### config.mk
export PLATFORM = sky130hd
export DESIGN_NAME = opp_prog
export DESIGN_NICKNAME = d
export VERILOG_FILES = /design/src/rtl/opp_pkg.sv /design/src/rtl/opp_timer.sv /design/src/rtl/opp_prog.sv
export SDC_FILE = /design/constraint.sdc
export NUM_CORES = 1
export LEC_CHECK = 0
export ABC_CLOCK_PERIOD_IN_PS = 3200
export BUFFER_PORTS_ARGS = -buffer_cell sky130_fd_sc_hd__buf_2
export CAP_MARGIN = 15
export CORE_MARGIN = 3
export CORE_UTILIZATION = 55
export CTS_CLUSTER_SIZE = 16
export DETAILED_ROUTE_END_ITERATION = 8
export PLACE_DENSITY_LB_ADDON = 0.15
export SYNTH_ARGS = -nofsm -noshare
export SYNTH_HDL_FRONTEND = slang
export SYNTH_SLANG_ARGS = --single-unit
### constraint.sdc
create_clock -name ref_clk -period 3.2 [get_ports ref_clk]
set_clock_uncertainty 0.15 [all_clocks]
set_input_delay 0.16 -clock ref_clk [delete_from_list [all_inputs] [get_ports ref_clk]]
set_output_delay 0.16 -clock ref_clk [all_outputs]
set_load 0.01 [all_outputs]
### src/rtl/opp_pkg.sv
// Constants for the one-time-programmable memory programmer
package opp_pkg;

  // ****************************************
  // Address map and widths
  // ****************************************
  localparam int          ADDR_W        = 17;
  localparam int          DATA_W        = 8;
  localparam logic [16:0] ADDR_FIRST    = 17'h00000;
  localparam logic [16:0] ADDR_LAST     = 17'h0EFFF;
  localparam int          PAGE_BYTES    = 4;
  localparam int          MAX_TRIES     = 10;

  // ****************************************
  // Timing
  // ****************************************
  localparam int          CLK_HZ        = 50000000;
  localparam int          PULSE_US      = 100;
  localparam int          PULSE_CYC     = (PULSE_US * (CLK_HZ / 1000000));
  localparam int          SETUP_NS      = 200;
  localparam int          SETUP_CYC     = (SETUP_NS + 19) / 20;

  // ****************************************
  // Commands
  // ****************************************
  typedef enum logic [1:0] {
    OPP_CMD_READ  = 2'h0,
    OPP_CMD_BYTE  = 2'h1,
    OPP_CMD_PAGE  = 2'h2
  } opp_cmd_t;

endpackage : opp_pkg

### src/rtl/opp_timer.sv
// Cycle timer used for strobe widths and setup delays
`timescale 1ns/100ps
module opp_timer #(
  parameter int W = 16
) (
  // Clock and reset
  input  wire logic         ref_clk,
  input  wire logic         rst,
  // Control
  input  wire logic         start,
  input  wire logic [W-1:0] count,
  // Status
  output logic              done
);

  logic [W-1:0] cnt_reg;
  logic         run_reg;

  always_ff @(posedge ref_clk) begin
    if (rst) begin
      cnt_reg <= '0;
      run_reg <= 1'b0;
      done    <= 1'b0;
    end else begin
      done <= 1'b0;
      if (start) begin
        cnt_reg <= count;
        run_reg <= 1'b1;
      end else if (run_reg) begin
        if (cnt_reg <= W'(1)) begin
          run_reg <= 1'b0;
          done    <= 1'b1;
        end else begin
          cnt_reg <= cnt_reg - W'(1);
        end
      end
    end
  end

endmodule : opp_timer

### src/rtl/opp_prog.sv
// Pin-level programmer for a one-time-programmable program memory
`timescale 1ns/100ps
module opp_prog
  import opp_pkg::*;
#(
  parameter int PULSE_CYCLES = PULSE_CYC,
  parameter int SETUP_CYCLES = SETUP_CYC
) (
  // Clock and reset
  input  wire logic              ref_clk,
  input  wire logic              rst,
  // User command
  input  wire logic              cmd_valid,
  input  wire logic [1:0]        cmd_op,
  input  wire logic [ADDR_W-1:0] cmd_addr,
  input  wire logic [31:0]       cmd_data,
  input  wire logic              cmd_hv,
  output logic                   cmd_ready,
  output logic                   rsp_valid,
  output logic [31:0]            rsp_data,
  output logic                   rsp_error,
  output logic [3:0]             rsp_tries,
  // Device pins
  output logic                   dev_reset_n,
  output logic                   vpp_high,
  output logic                   chip_select_n,
  output logic                   output_enable_n,
  output logic                   program_strobe_n,
  output logic [ADDR_W-1:0]      prog_addr_bus,
  output logic [DATA_W-1:0]      prog_data_bus_o,
  output logic                   prog_data_bus_oe,
  input  wire logic [DATA_W-1:0] prog_data_bus_i
);

  if (PULSE_CYCLES < 2 || PULSE_CYCLES > 65536 || SETUP_CYCLES < 1 || SETUP_CYCLES > 65533) begin : g_bad_timing
    $error("opp_prog: timing counts out of range");
  end

  // ****************************************
  // State machine
  // ****************************************
  typedef enum logic [3:0] {
    ST_IDLE    = 4'h0,
    ST_SETUP   = 4'h1,
    ST_RD      = 4'h2,
    ST_LATCH   = 4'h3,
    ST_LATCH_E = 4'h4,
    ST_PULSE   = 4'h5,
    ST_RECOV   = 4'h6,
    ST_VFY     = 4'h7,
    ST_VFY_E   = 4'h8,
    ST_DONE    = 4'h9
  } opp_state_t;

  opp_state_t        st_reg;
  logic [1:0]        op_reg;
  logic [ADDR_W-1:0] base_reg;
  logic [31:0]       wdata_reg;
  logic [31:0]       rdata_reg;
  logic [1:0]        idx_reg;
  logic [3:0]        tries_reg;
  logic              bad_reg;
  logic              tstart;
  logic [15:0]       tcount;
  logic              tdone;
  logic [DATA_W-1:0] din_s1_reg;
  logic [DATA_W-1:0] din_s2_reg;
  localparam logic [15:0] PULSE_CNT  = 16'(PULSE_CYCLES - 1);
  localparam logic [15:0] WIN_CNT    = 16'(SETUP_CYCLES);
  localparam logic [15:0] SAMPLE_CNT = 16'(SETUP_CYCLES + 2);

  function automatic logic [ADDR_W-1:0] byte_addr(input logic [ADDR_W-1:0] b, input logic [1:0] i);
    byte_addr = {b[ADDR_W-1:2], i};
  endfunction : byte_addr

  function automatic logic [7:0] lane(input logic [31:0] w, input logic [1:0] i);
    lane = w[8*i +: 8];
  endfunction : lane

  // Pin input synchroniser
  always_ff @(posedge ref_clk) begin
    din_s1_reg <= prog_data_bus_i;
    din_s2_reg <= din_s1_reg;
  end

  opp_timer #(.W(16)) u_timer (
    .ref_clk (ref_clk),
    .rst     (rst),
    .start   (tstart),
    .count   (tcount),
    .done    (tdone)
  );

  // Next window length; sampling windows cover pin and synchroniser delay
  always_comb begin
    tstart = (st_reg == ST_IDLE) ? cmd_valid : tdone;
    case (st_reg)
      ST_SETUP: begin
        tcount = (op_reg == OPP_CMD_BYTE) ? PULSE_CNT : ((op_reg == OPP_CMD_PAGE) ? WIN_CNT : SAMPLE_CNT);
      end
      ST_LATCH_E: begin
        tcount = (idx_reg == 2'h3) ? PULSE_CNT : WIN_CNT;
      end
      ST_RECOV: begin
        tcount = SAMPLE_CNT;
      end
      ST_VFY_E: begin
        tcount = (op_reg == OPP_CMD_BYTE) ? PULSE_CNT : ((idx_reg != 2'h3) ? SAMPLE_CNT : WIN_CNT);
      end
      default: begin
        tcount = WIN_CNT;
      end
    endcase
  end

  // ****************************************
  // Sequencer
  // ****************************************
  always_ff @(posedge ref_clk) begin
    if (rst) begin
      st_reg    <= ST_IDLE;
      op_reg    <= 2'h0;
      base_reg  <= '0;
      wdata_reg <= 32'h00000000;
      rdata_reg <= 32'h00000000;
      idx_reg   <= 2'h0;
      tries_reg <= 4'h0;
      bad_reg   <= 1'b0;
      rsp_valid <= 1'b0;
      rsp_data  <= 32'h00000000;
      rsp_error <= 1'b0;
      rsp_tries <= 4'h0;
      cmd_ready <= 1'b0;
    end else begin
      rsp_valid <= 1'b0;
      cmd_ready <= (st_reg == ST_IDLE) && !cmd_valid;
      case (st_reg)
        ST_IDLE: begin
          if (cmd_valid) begin
            op_reg    <= cmd_op;
            wdata_reg <= cmd_data;
            tries_reg <= 4'h1;
            bad_reg   <= 1'b0;
            base_reg  <= (cmd_op == OPP_CMD_PAGE) ? {cmd_addr[ADDR_W-1:2], 2'h0} : cmd_addr;
            idx_reg   <= (cmd_op == OPP_CMD_PAGE) ? 2'h0 : cmd_addr[1:0];
            st_reg    <= ST_SETUP;
          end
        end
        ST_SETUP: begin
          if (tdone) begin
            if (op_reg != OPP_CMD_READ && (base_reg > ADDR_LAST || cmd_hv == 1'b0)) begin
              bad_reg <= 1'b1;
              st_reg  <= ST_DONE;
            end else if (op_reg == OPP_CMD_BYTE) begin
              st_reg <= ST_PULSE;
            end else if (op_reg == OPP_CMD_PAGE) begin
              st_reg <= ST_LATCH;
            end else begin
              st_reg <= ST_RD;
            end
          end
        end
        ST_RD: begin
          if (tdone) begin
            rdata_reg <= {24'h000000, din_s2_reg};
            st_reg    <= ST_DONE;
          end
        end
        ST_LATCH, ST_PULSE: begin
          if (tdone) begin
            st_reg <= (st_reg == ST_LATCH) ? ST_LATCH_E : ST_RECOV;
          end
        end
        ST_LATCH_E: begin
          if (tdone) begin
            idx_reg <= idx_reg + 2'h1;
            st_reg  <= (idx_reg == 2'h3) ? ST_PULSE : ST_LATCH;
          end
        end
        ST_RECOV: begin
          if (tdone) begin
            idx_reg <= (op_reg == OPP_CMD_PAGE) ? 2'h0 : base_reg[1:0];
            bad_reg <= 1'b0;
            st_reg  <= ST_VFY;
          end
        end
        ST_VFY: begin
          if (tdone) begin
            bad_reg   <= bad_reg || (din_s2_reg != lane(wdata_reg, (op_reg == OPP_CMD_PAGE) ? idx_reg : 2'h0));
            rdata_reg <= {din_s2_reg, rdata_reg[31:8]};
            st_reg    <= ST_VFY_E;
          end
        end
        ST_VFY_E: begin
          if (tdone) begin
            if (op_reg == OPP_CMD_PAGE && idx_reg != 2'h3) begin
              idx_reg <= idx_reg + 2'h1;
              st_reg  <= ST_VFY;
            end else if (bad_reg && tries_reg < 4'(MAX_TRIES)) begin
              tries_reg <= tries_reg + 4'h1;
              idx_reg   <= (op_reg == OPP_CMD_PAGE) ? 2'h0 : base_reg[1:0];
              st_reg    <= (op_reg == OPP_CMD_PAGE) ? ST_LATCH : ST_PULSE;
            end else begin
              st_reg <= ST_DONE;
            end
          end
        end
        ST_DONE: begin
          rsp_valid <= 1'b1;
          rsp_data  <= (op_reg == OPP_CMD_BYTE) ? {24'h000000, rdata_reg[31:24]} : rdata_reg;
          rsp_error <= bad_reg;
          rsp_tries <= tries_reg;
          st_reg    <= ST_IDLE;
        end
        default: begin
          st_reg <= ST_IDLE;
        end
      endcase
    end
  end

  // ****************************************
  // Pin drive
  // ****************************************
  always_ff @(posedge ref_clk) begin
    if (rst) begin
      dev_reset_n      <= 1'b1;
      vpp_high         <= 1'b0;
      chip_select_n    <= 1'b1;
      output_enable_n  <= 1'b1;
      program_strobe_n <= 1'b1;
      prog_addr_bus    <= '0;
      prog_data_bus_o  <= 8'h00;
      prog_data_bus_oe <= 1'b0;
    end else begin
      dev_reset_n      <= (st_reg == ST_IDLE && !cmd_valid);
      vpp_high         <= (st_reg != ST_IDLE) && (op_reg != OPP_CMD_READ);
      program_strobe_n <= 1'b1;
      prog_data_bus_oe <= 1'b0;
      chip_select_n    <= 1'b1;
      output_enable_n  <= 1'b1;
      prog_addr_bus    <= byte_addr(base_reg, idx_reg);
      prog_data_bus_o  <= lane(wdata_reg, (op_reg == OPP_CMD_PAGE) ? idx_reg : 2'h0);
      case (st_reg)
        ST_RD: begin
          chip_select_n   <= 1'b0;
          output_enable_n <= 1'b0;
        end
        ST_LATCH, ST_LATCH_E: begin
          output_enable_n  <= (st_reg == ST_LATCH_E);
          prog_data_bus_oe <= 1'b1;
        end
        ST_PULSE, ST_RECOV: begin
          chip_select_n    <= (op_reg == OPP_CMD_PAGE);
          program_strobe_n <= (st_reg == ST_RECOV);
          prog_data_bus_oe <= (op_reg == OPP_CMD_BYTE);
        end
        ST_VFY, ST_VFY_E: begin
          chip_select_n   <= (st_reg == ST_VFY_E) && (op_reg == OPP_CMD_PAGE);
          output_enable_n <= (st_reg == ST_VFY_E);
        end
        default: begin
          chip_select_n <= 1'b1;
        end
      endcase
    end
  end

endmodule : opp_prog

Word level (Yosys, flattened, before mapping)
Index checks and enable logic that the tools add are counted.
{"block": "word_totals", "ram_bits": 0, "out_inout_bits": 70, "latchBits": 0, "romBits": 0, "n_memories": 0, "reg_bits": 198}
{"block": "classes", "n_mul": 0, "muxes": 60, "bitwise": 3, "eq_ne": 28, "shift": 1, "magnitude_cmp": 3, "reduce_logical": 30, "addsub": 3, "n_div": 0}
{"operator": "$mux W32", "count": 3}
{"operator": "$pmux W32 S2", "count": 1}
{"operator": "$mux W4", "count": 14}
{"operator": "$pmux W13 S4", "count": 1}
{"operator": "$mux W16", "count": 3}
{"operator": "$mux W13", "count": 3}
{"operator": "$pmux W4 S8", "count": 1}
{"operator": "$shiftx A32 B6 Y8", "count": 1}
{"operator": "$mux W2", "count": 11}
{"operator": "$gt A17 B16 Y1 const B", "count": 1}
{"operator": "$eq A4 B3 Y1 const B", "count": 4}
{"operator": "$le A16 B1 Y1 const B", "count": 1}
{"operator": "$sub A16 B1 Y16 const B", "count": 1}
{"operator": "$mux W3", "count": 5}
{"operator": "$ne A2 B1 Y1 const B", "count": 7}
{"operator": "$mux W1", "count": 12}
{"operator": "$ne A2 B2 Y1 const B", "count": 6}
{"operator": "$reduce_and A6 Y1", "count": 2}
{"operator": "$reduce_bool A4 Y1", "count": 3}
{"operator": "$reduce_or A2 Y1", "count": 5}
{"operator": "$eq A4 B2 Y1 const B", "count": 2}
{"operator": "$eq A4 B4 Y1 const B", "count": 2}
{"operator": "$ne A8 B8 Y1", "count": 1}
{"operator": "$pmux W2 S4", "count": 1}
{"operator": "other kinds (22)", "count": 37}

Logic depth before layout (Yosys ltp)
Gate-level depths: netlist of the first run.
{"block": "depth", "ltp_word": 7, "mapped_depth": 11, "ltp_nobuf": 8}

Modules after synthesis
A second synthesis of the first run with hierarchy kept.
{"block": "unflattened", "cells_unflattened": 902, "area_unflattened_um2": 8017.7}
{"mod": "opp_prog", "area_per_inst_um2": 6867.8, "seq_area_each_um2": 3603.5, "cells_each": 760, "n_inst": 1}
{"mod": "opp_timer", "area_per_inst_um2": 1149.9, "seq_area_each_um2": 360.3, "cells_each": 142, "n_inst": 1}

Worst setup path before layout of the first run
Ideal clock, no wire load.
{"block": "synth_path", "kind": "flip-flop to flip-flop", "start": "register u_timer.cnt_reg[2]", "end": "register u_timer.cnt_reg[12]", "synth_period_minus_slack_ns": 2.293, "path_slack_ns": 0.907, "t_arrival_ns": 2.026, "required_time_ns": 2.933, "path_stages_with_launch": 7, "setup_time_ns": 0.117, "cell_sequence": "dfxtp_1 or4_4 or3_4 nor3_2 nand3_1 or3_1 a32o_1"}
{"block": "synth_between", "elab_chain_cells": 4, "elab_cells_between_ends": 7}
{"element": "start, declared", "line": "opp_timer.sv:16", "rtl": "logic [W-1:0] cnt_reg;"}
{"element": "start signal, assigned", "line": "opp_timer.sv:27", "rtl": "cnt_reg <= count;"}
{"element": "start signal, assigned", "line": "opp_timer.sv:34", "rtl": "cnt_reg <= cnt_reg - W'(1);"}
{"element": "$sub A16 B1 Y16", "line": "opp_timer.sv:34"}
{"element": "$mux W16", "line": "opp_timer.sv:30", "rtl": "if (cnt_reg <= W'(1)) begin"}
{"element": "$mux W16", "line": "opp_timer.sv:29", "rtl": "end else if (run_reg) begin"}
{"element": "$mux W16", "line": "opp_timer.sv:26", "rtl": "if (start) begin"}
Several ways; a longest one is shown, not always the timed one. The select of a mux whose other input is x is not followed.
A chain may end at the register's enable or synchronous reset.

Worst setup path in the final report of the first run
{"block": "layout_path", "start": "register st_reg[3]", "end": "register u_timer.cnt_reg[7]"}
{"block": "layout_between", "elab_chain_cells": 4, "elab_cells_between_ends": 11}
{"element": "start, declared", "line": "opp_prog.sv:55", "rtl": "opp_state_t st_reg;"}
{"element": "start signal, assigned", "line": "opp_prog.sv:171", "rtl": "st_reg <= (st_reg == ST_LATCH) ? ST_LATCH_E : ST_RECOV;"}
{"element": "start signal, assigned", "line": "opp_prog.sv:177", "rtl": "st_reg <= (idx_reg == 2'h3) ? ST_PULSE : ST_LATCH;"}
{"element": "start signal, assigned", "line": "opp_prog.sv:202", "rtl": "st_reg <= (op_reg == OPP_CMD_PAGE) ? ST_LATCH : ST_PULSE;"}
{"element": "$logic_not A4 Y1", "line": "opp_prog.sv:96", "rtl": "tstart = (st_reg == ST_IDLE) ? cmd_valid : tdone;"}
{"element": "$mux W1", "line": "opp_prog.sv:96"}
{"element": "$ne A2 B2 Y1 (no source line) or $reduce_bool A2 Y1 (tied branches)"}
{"element": "$reduce_and A2 Y1 (no source line)"}
Several ways; a longest one is shown, not always the timed one.

==> run_results.csv, run 1 <==
group,metric,value,unit
layout,drive_gt1_share,18.14,%
hold_path,holdCritStartpoint,"rst",
layout,fillers,1066,
job,maxCapViolCount,0,
hold_path,whs_path_depth,2,
worst_setup_path,critPathKind,"flip-flop to flip-flop",
yosys,netlist_instances,909,
layout,multi_input_comb_area,3685,um^2
yosys,syn-num-nets,980,
drt,vias,7168,
power_and_ir_drop,leakage,4.011,nW
worst_setup_path,crit_path_top_delay_cell,"or4_1",
layout,n_antenna_cell,0,
place,dp_hpwl,13070,um
worst_setup_path,crit_path_start_kind,"flip-flop",
drt,vias_per_cell,5.662,
global_routing,track_usage,25.45,%
drt,drt_iter0_drc,661,
global_routing,grt_pass1_vias,6700,
clocking,ctsHtreeMaxLevel,4,
timing,hold_ws,0.06807,ns
worst_setup_path,required,3.38,ns
floorplanning,io_pins,133,
yosys,synth.largest_area_cell,"dfxtp_1",
worst_setup_path,rrSetupSlack,0.46,ns
yosys,synth_common_cells,"198 x dfxtp_1, 136 x nand2_1, 90 x nor2_1, 79 x a21oi_1, 54 x clkbuf_1",
clocking,tritoncts,"built",
worst_setup_path,cp.arrival,2.91,ns
drt,post-route-drc-count,0,
yosys,netlist_area,7976,um^2
global_routing,antenna_found_initial,0,
hold_path,hold_path.class,"input port to flip-flop",
timing,hold_viol,0,
yosys,yosysUniqueCellTypes,68,
floorplanning,dieArea,15980,um^2
place,port_buffers,132,
floorplanning,initial_core_util,56.80,%
worst_setup_path,crit_buf_inv,0,
worst_setup_path,r2r-start,"st_reg[3]",
timing,worstMarginPinSlew,0.8358,ns
layout,seq_area,3964,um^2
layout,area_delta_synth_final,24.44,%
timing,slew_viol_final,0,
timing,rsz0062_at_grt,"false",
drt,antenna_left,0,
worst_setup_path,reg2reg_to,"u_timer.cnt_reg[7]",
power_and_ir_drop,max-vdd-ir-drop,0.0005203,V
yosys,yosysSeqAreaShare,49.69,%
floorplanning,die_h,126.4,um
drt,drt-total-wl,20440,um
floorplanning,rows,43,
layout,final_nets,1144,
yosys,ys_async_sr_fraction,0,%
timing,layout_min_cycle_time,2.738,ns
timing,fmax,365.2,MHz
clocking,cts_buffer_depth,2,
yosys,synth-edff-count,0,
global_routing,grt_pass1_wl,33510,um
status,status,"complete, no violations",
worst_setup_path,critical_path.max_fanout,27,
worst_setup_path,crit_top_cell,"nand2_1",
yosys,yosys-top-cells-area,"dfxtp_1 50%, nand2_1 6.4%, a21oi_1 5.0%",
worst_setup_path,critPathMaxStageDelay,0.72,ns
yosys,yosys_warnings,0,
place,gp_congestion,0.9341,
global_routing,gr-total-overflow,0,
worst_setup_path,r2r_cells,6,
clocking,cts_resized,0,
timing,final.period_utilization,85.56,%
timing,max_slew_margin,44.20,%
clocking,clk_pin_slew,0.07,ns
worst_setup_path,critPathTopFamily,"simple AND/OR/NAND/NOR gates",
global_routing,grt_max_degree,57,
worst_setup_path,worstSetupEndpointType,"flip-flop",
clocking,worstSkewPairLatency,0.43,ns
clocking,clock-sinks,198,
timing,fin_tns_setup,0,ns
yosys,synthMostInstantiatedCell,"dfxtp_1",
yosys,yosysTopAreaCellShare,49.69,%
clocking,post_cts_buffers,0,
floorplanning,design.core.area,14040,um^2
drt,firstDrtPassIters,8,
floorplanning,die_x,126.4,um
worst_setup_path,cp_cell_sequence,"or4_1 -> nand2_1 -> nand2_1 -> nor2_1 -> a21oi_1 -> o221a_2",
hold_path,hold_end,"prog_addr_bus[13]",
clocking,numCtsBuffers,17,
yosys,synth_flop_cell,"dfxtp_1",
drt,avgRoutedWirePerCell,16.15,um
power_and_ir_drop,p_per_area,756.0,nW/um^2
timing,finalSetupViolCount,0,
yosys,synth_area_per_cell,8.775,um^2
clocking,cts_root_buf,"clkbuf_16",
yosys,synth-seq-cells,198,
-- kinds of logic (layout without fill, tap and decap cells) --
family	Yosys count	count (layout)	synth area share (%)
AOI/OAI and AO/OA	242	242	20.72
DFF	198	198	49.69
muxes	30	30	3.765
and+or+nand+nor	326	326	18.59
xor gates and xnor gates	13	13	1.427
adders and majority gates	10	10	1.506
buffers and inverters	90	267	4.298
-- layout by cell type (no fill, tap or decap), types with 3 or more instances in the layout --
cell / n
inv_1: 25
clkinvlp_4: 3
nor4_1: 6
buf_2: 131
inv_8: 4
a221oi_1: 3
inv_6: 4
a41oi_1: 3
ha_1: 8
nor2_1: 89
clkbuf_16: 17
a2111oi_0: 5
nand3b_1: 5
xor2_1: 12
mux2i_1: 30
o22ai_1: 6
buf_4: 18
o21ai_0: 21
dlygate4sd3_1: 60
nor2b_1: 20
a22o_1: 26
nor3_2: 3
o31ai_1: 4
nand2_1: 135
dfxtp_1: 198
nand2b_1: 9
a31oi_1: 11
o221a_1: 3
o32ai_1: 5
nand4_1: 4
a21oi_1: 79
or2_2: 4
nor3_1: 16
a22oi_1: 27
a211oi_1: 22
nand3_1: 17
-- per-stage QoR --
stage	total power [mW]	instance area, um^2	utilization, %	instances	setup slack [ns]
2_1_floorplan	4.815	7976	-	909	0.9071
3_3_place_gp	5.380	8762	62.40	1174	0.5812
3_5_place_dp	5.403	8762	62.40	1174	0.5389
4_1_cts	7.491	9926	70.69	1266	0.5237
5_1_grt	7.949	9926	70.69	1266	0.2553
6_report	7.504	9926	70.69	1266	0.4619
-- where the power goes --
part	switching (mW)	internal, mW
clock	1.00	1.03
combinational	1.41	0.949
sequential	0.321	2.79
total	2.73	4.77
-- layer usage --
metal / vias up / wire [um] / track usage (%)
li1: 3551 / - / -
met1: 3318 / 8918 / 33.68
met2: 259 / 9837 / 41.66
met3: 40 / 1298 / 5.937
met4: 0 / 387 / 7.634
met5: - / 0 / 0
-- worst max path at each step --
stage	slack, ns	end	from	cells after the start
floorplan	0.91	u_timer.cnt_reg[12]	u_timer.cnt_reg[2]	6
global placement	0.58	u_timer.cnt_reg[7]	st_reg[3]	6
detailed placement	0.54	u_timer.cnt_reg[7]	st_reg[3]	6
CTS	0.52	u_timer.cnt_reg[7]	st_reg[3]	6
global route	0.26	u_timer.cnt_reg[8]	st_reg[3]	6
finish	0.46	u_timer.cnt_reg[7]	st_reg[3]	6
-- layout make-up --
class                   count  area share [%]
clock buffers              17           4.286
clock inverters            15           1.387
inverters                  26          0.9832
multi-input cells         621           37.12
flip-flops and latches    198           39.93
well taps                 180           2.269
repair buffers            209           14.02
-- timing repair --
action,4_1_cts,5_1_grt
endpoints found under the setup margin,0,0
hold buffers,60,0
endpoints found under the hold margin,61,0
(Power assumes the default switching activity.)
==> run 2: changes to the inputs <==
Settings changed: BUFFER_PORTS_ARGS -buffer_cell sky130_fd_sc_hd__buf_2 to -buffer_cell sky130_fd_sc_hd__clkbuf_2.
==> run 2 against run 1 <==
Against the previous run: via count increased by 1.4%; register-to-register slack improved by 0.14 ns; largest power group unchanged; global-route usage is 1.1 points higher.
==> run_results.csv, run 2 (same netlist as run 1, synthesis figures left out) <==
group,metric,value,unit
worst_setup_path,critical_path.max_fanout,14,
clocking,tritoncts,"built",
layout,final_cell_mix,"198 x dfxtp_1, 135 x nand2_1, 131 x clkbuf_2, 89 x nor2_1, 79 x a21oi_1",
hold_path,hold_path.class,"input port to flip-flop",
power_and_ir_drop,swShare,36.38,%
drt,route.met3.wl,1146,um
clocking,cts_buffer_depth,2,
drt,dr_wl_met2,10240,um
floorplanning,die_x,126.4,um
drt,antenna_left,0,
floorplanning,io_pins,133,
worst_setup_path,crit_path_top_delay_cell,"or4_1",
global_routing,grt_pass1_wl,34670,um
floorplanning,design.core.area,14040,um^2
timing,fmax,385.6,MHz
floorplanning,dieArea,15980,um^2
worst_setup_path,worstSetupEndpointType,"flip-flop",
power_and_ir_drop,max-vdd-ir-drop,0.0004468,V
power_and_ir_drop,p_int,4.885,mW
clocking,clk_pin_slew,0.08,ns
drt,wl_met1,9405,um
drt,routed.top_layer,"met4",
floorplanning,die_h,126.4,um
layout,area_delta_synth_final,25.46,%
place,dp_hpwl,13270,um
layout,final_nets,1148,
clocking,ctsHtreeMaxLevel,4,
worst_setup_path,crit_buf_inv,0,
drt,drt-total-wl,21110,um
worst_setup_path,crit_path_start_kind,"flip-flop",
global_routing,track_usage,26.50,%
worst_setup_path,critPathTopFamily,"simple AND/OR/NAND/NOR gates",
power_and_ir_drop,leakage,4.010,nW
timing,layout_min_cycle_time,2.593,ns
worst_setup_path,cp.arrival,2.77,ns
worst_setup_path,crit_top_cell,"nand2_1",
clocking,cts_root_buf,"clkbuf_16",
drt,post-route-drc-count,0,
drt,vias,7270,
global_routing,gr-total-overflow,0,
timing,rsz0062_at_grt,"false",
status,status,"complete, no violations",
power_and_ir_drop,clkPwrFrac,28.2,%
clocking,worstSkewPairLatency,0.43,ns
worst_setup_path,critPathKind,"flip-flop to flip-flop",
floorplanning,rows,43,
power_and_ir_drop,p_sw,2.793,mW
clocking,cts_resized,0,
global_routing,grt_max_degree,79,
layout,post-route-util,71.26,%
global_routing,grt_pass1_vias,6920,
worst_setup_path,critPathMaxStageDelay,0.65,ns
timing,hold_viol,0,
power_and_ir_drop,p_per_area,767.2,nW/um^2
timing,slew_viol_final,0,
global_routing,antenna_found_initial,0,
worst_setup_path,cp_cell_sequence,"or4_1 -> nand2_1 -> nand2_1 -> nor2_1 -> a21oi_1 -> o221a_2",
hold_path,holdCritStartpoint,"rst",
place,port_buffers,132,
timing,finalSetupViolCount,0,
drt,vias_per_cell,5.724,
worst_setup_path,required,3.38,ns
drt,avgRoutedWirePerCell,16.62,um
timing,worstMarginPinSlew,0.8487,ns
timing,max_slew_margin,43.24,%
drt,drt_iter0_drc,678,
job,maxCapViolCount,0,
power_and_ir_drop,p_seq_share,40.1,%
power_and_ir_drop,combPwrFrac,31.8,%
timing,fin_tns_setup,0,ns
clocking,clock-sinks,198,
layout,final_common_cell,"dfxtp_1",
worst_setup_path,cp-startpoint,"st_reg[3]",
clocking,numCtsBuffers,17,
drt,firstDrtPassIters,7,
floorplanning,initial_core_util,56.80,%
layout,drive_gt1_share,18.44,%
timing,final.period_utilization,81.05,%
worst_setup_path,r2r-start,"st_reg[3]",
layout,n_antenna_cell,0,
place,gp_congestion,0.9530,
run 2: cell type report:
class | instances | area, um^2
well taps | 180 | 225.2
clock buffers | 18 | 439.2
multi-input cells | 621 | 3685
clock inverters | 14 | 162.7
fillers | 1084 | 4035
inverters | 26 | 97.59
flip-flops and latches | 198 | 3964
repair buffers | 213 | 1434
run 2: through the flow:
stage          worst slack [ns]  instances  area [um^2]  hold WS (ns)  total power [mW]
2_1_floorplan            0.9071        909         7976       0.03772             4.815
3_3_place_gp             0.6923       1178         8805        0.1128             5.424
3_5_place_dp             0.6439       1178         8805        0.1140             5.449
4_1_cts                  0.6404       1270        10010       0.09575             7.658
5_1_grt                  0.4579       1270        10010        0.1253             8.125
6_report                 0.6065       1270        10010        0.1102             7.678
run 2: final timing paths:
check	to	slack, ns	cells after the start
setup / recovery	u_timer.cnt_reg[7]	0.61	6
hold / removal	u_timer.cnt_reg[1]	0.11	2
setup reg to reg	u_timer.cnt_reg[7]	0.61	6
hold reg to reg	din_s2_reg[0]	0.18	0
run 2: power by group through the flow:
stage | logic [mW] | registers (mW) | clock network (mW)
after floorplan | 1.76 | 3.06 | 0
after global routing | 2.71 | 3.12 | 2.30
after CTS | 2.40 | 3.07 | 2.19
after global placement | 2.31 | 3.11 | 0
final | 2.44 | 3.08 | 2.16
after detailed placement | 2.33 | 3.12 | 0
run 2: timing repair:
action / CTS / global route
setup buffers: 0 / 0
hold buffers: 60 / 0
hold endpoints to repair: 61 / 0
run 2: routing by layer:
layer / up-vias / track usage (%)
li1: 3576 / -
met1: 3410 / 35.27
met2: 256 / 43.80
met3: 28 / 5.347
met4: 0 / 7.886
met5: - / 0
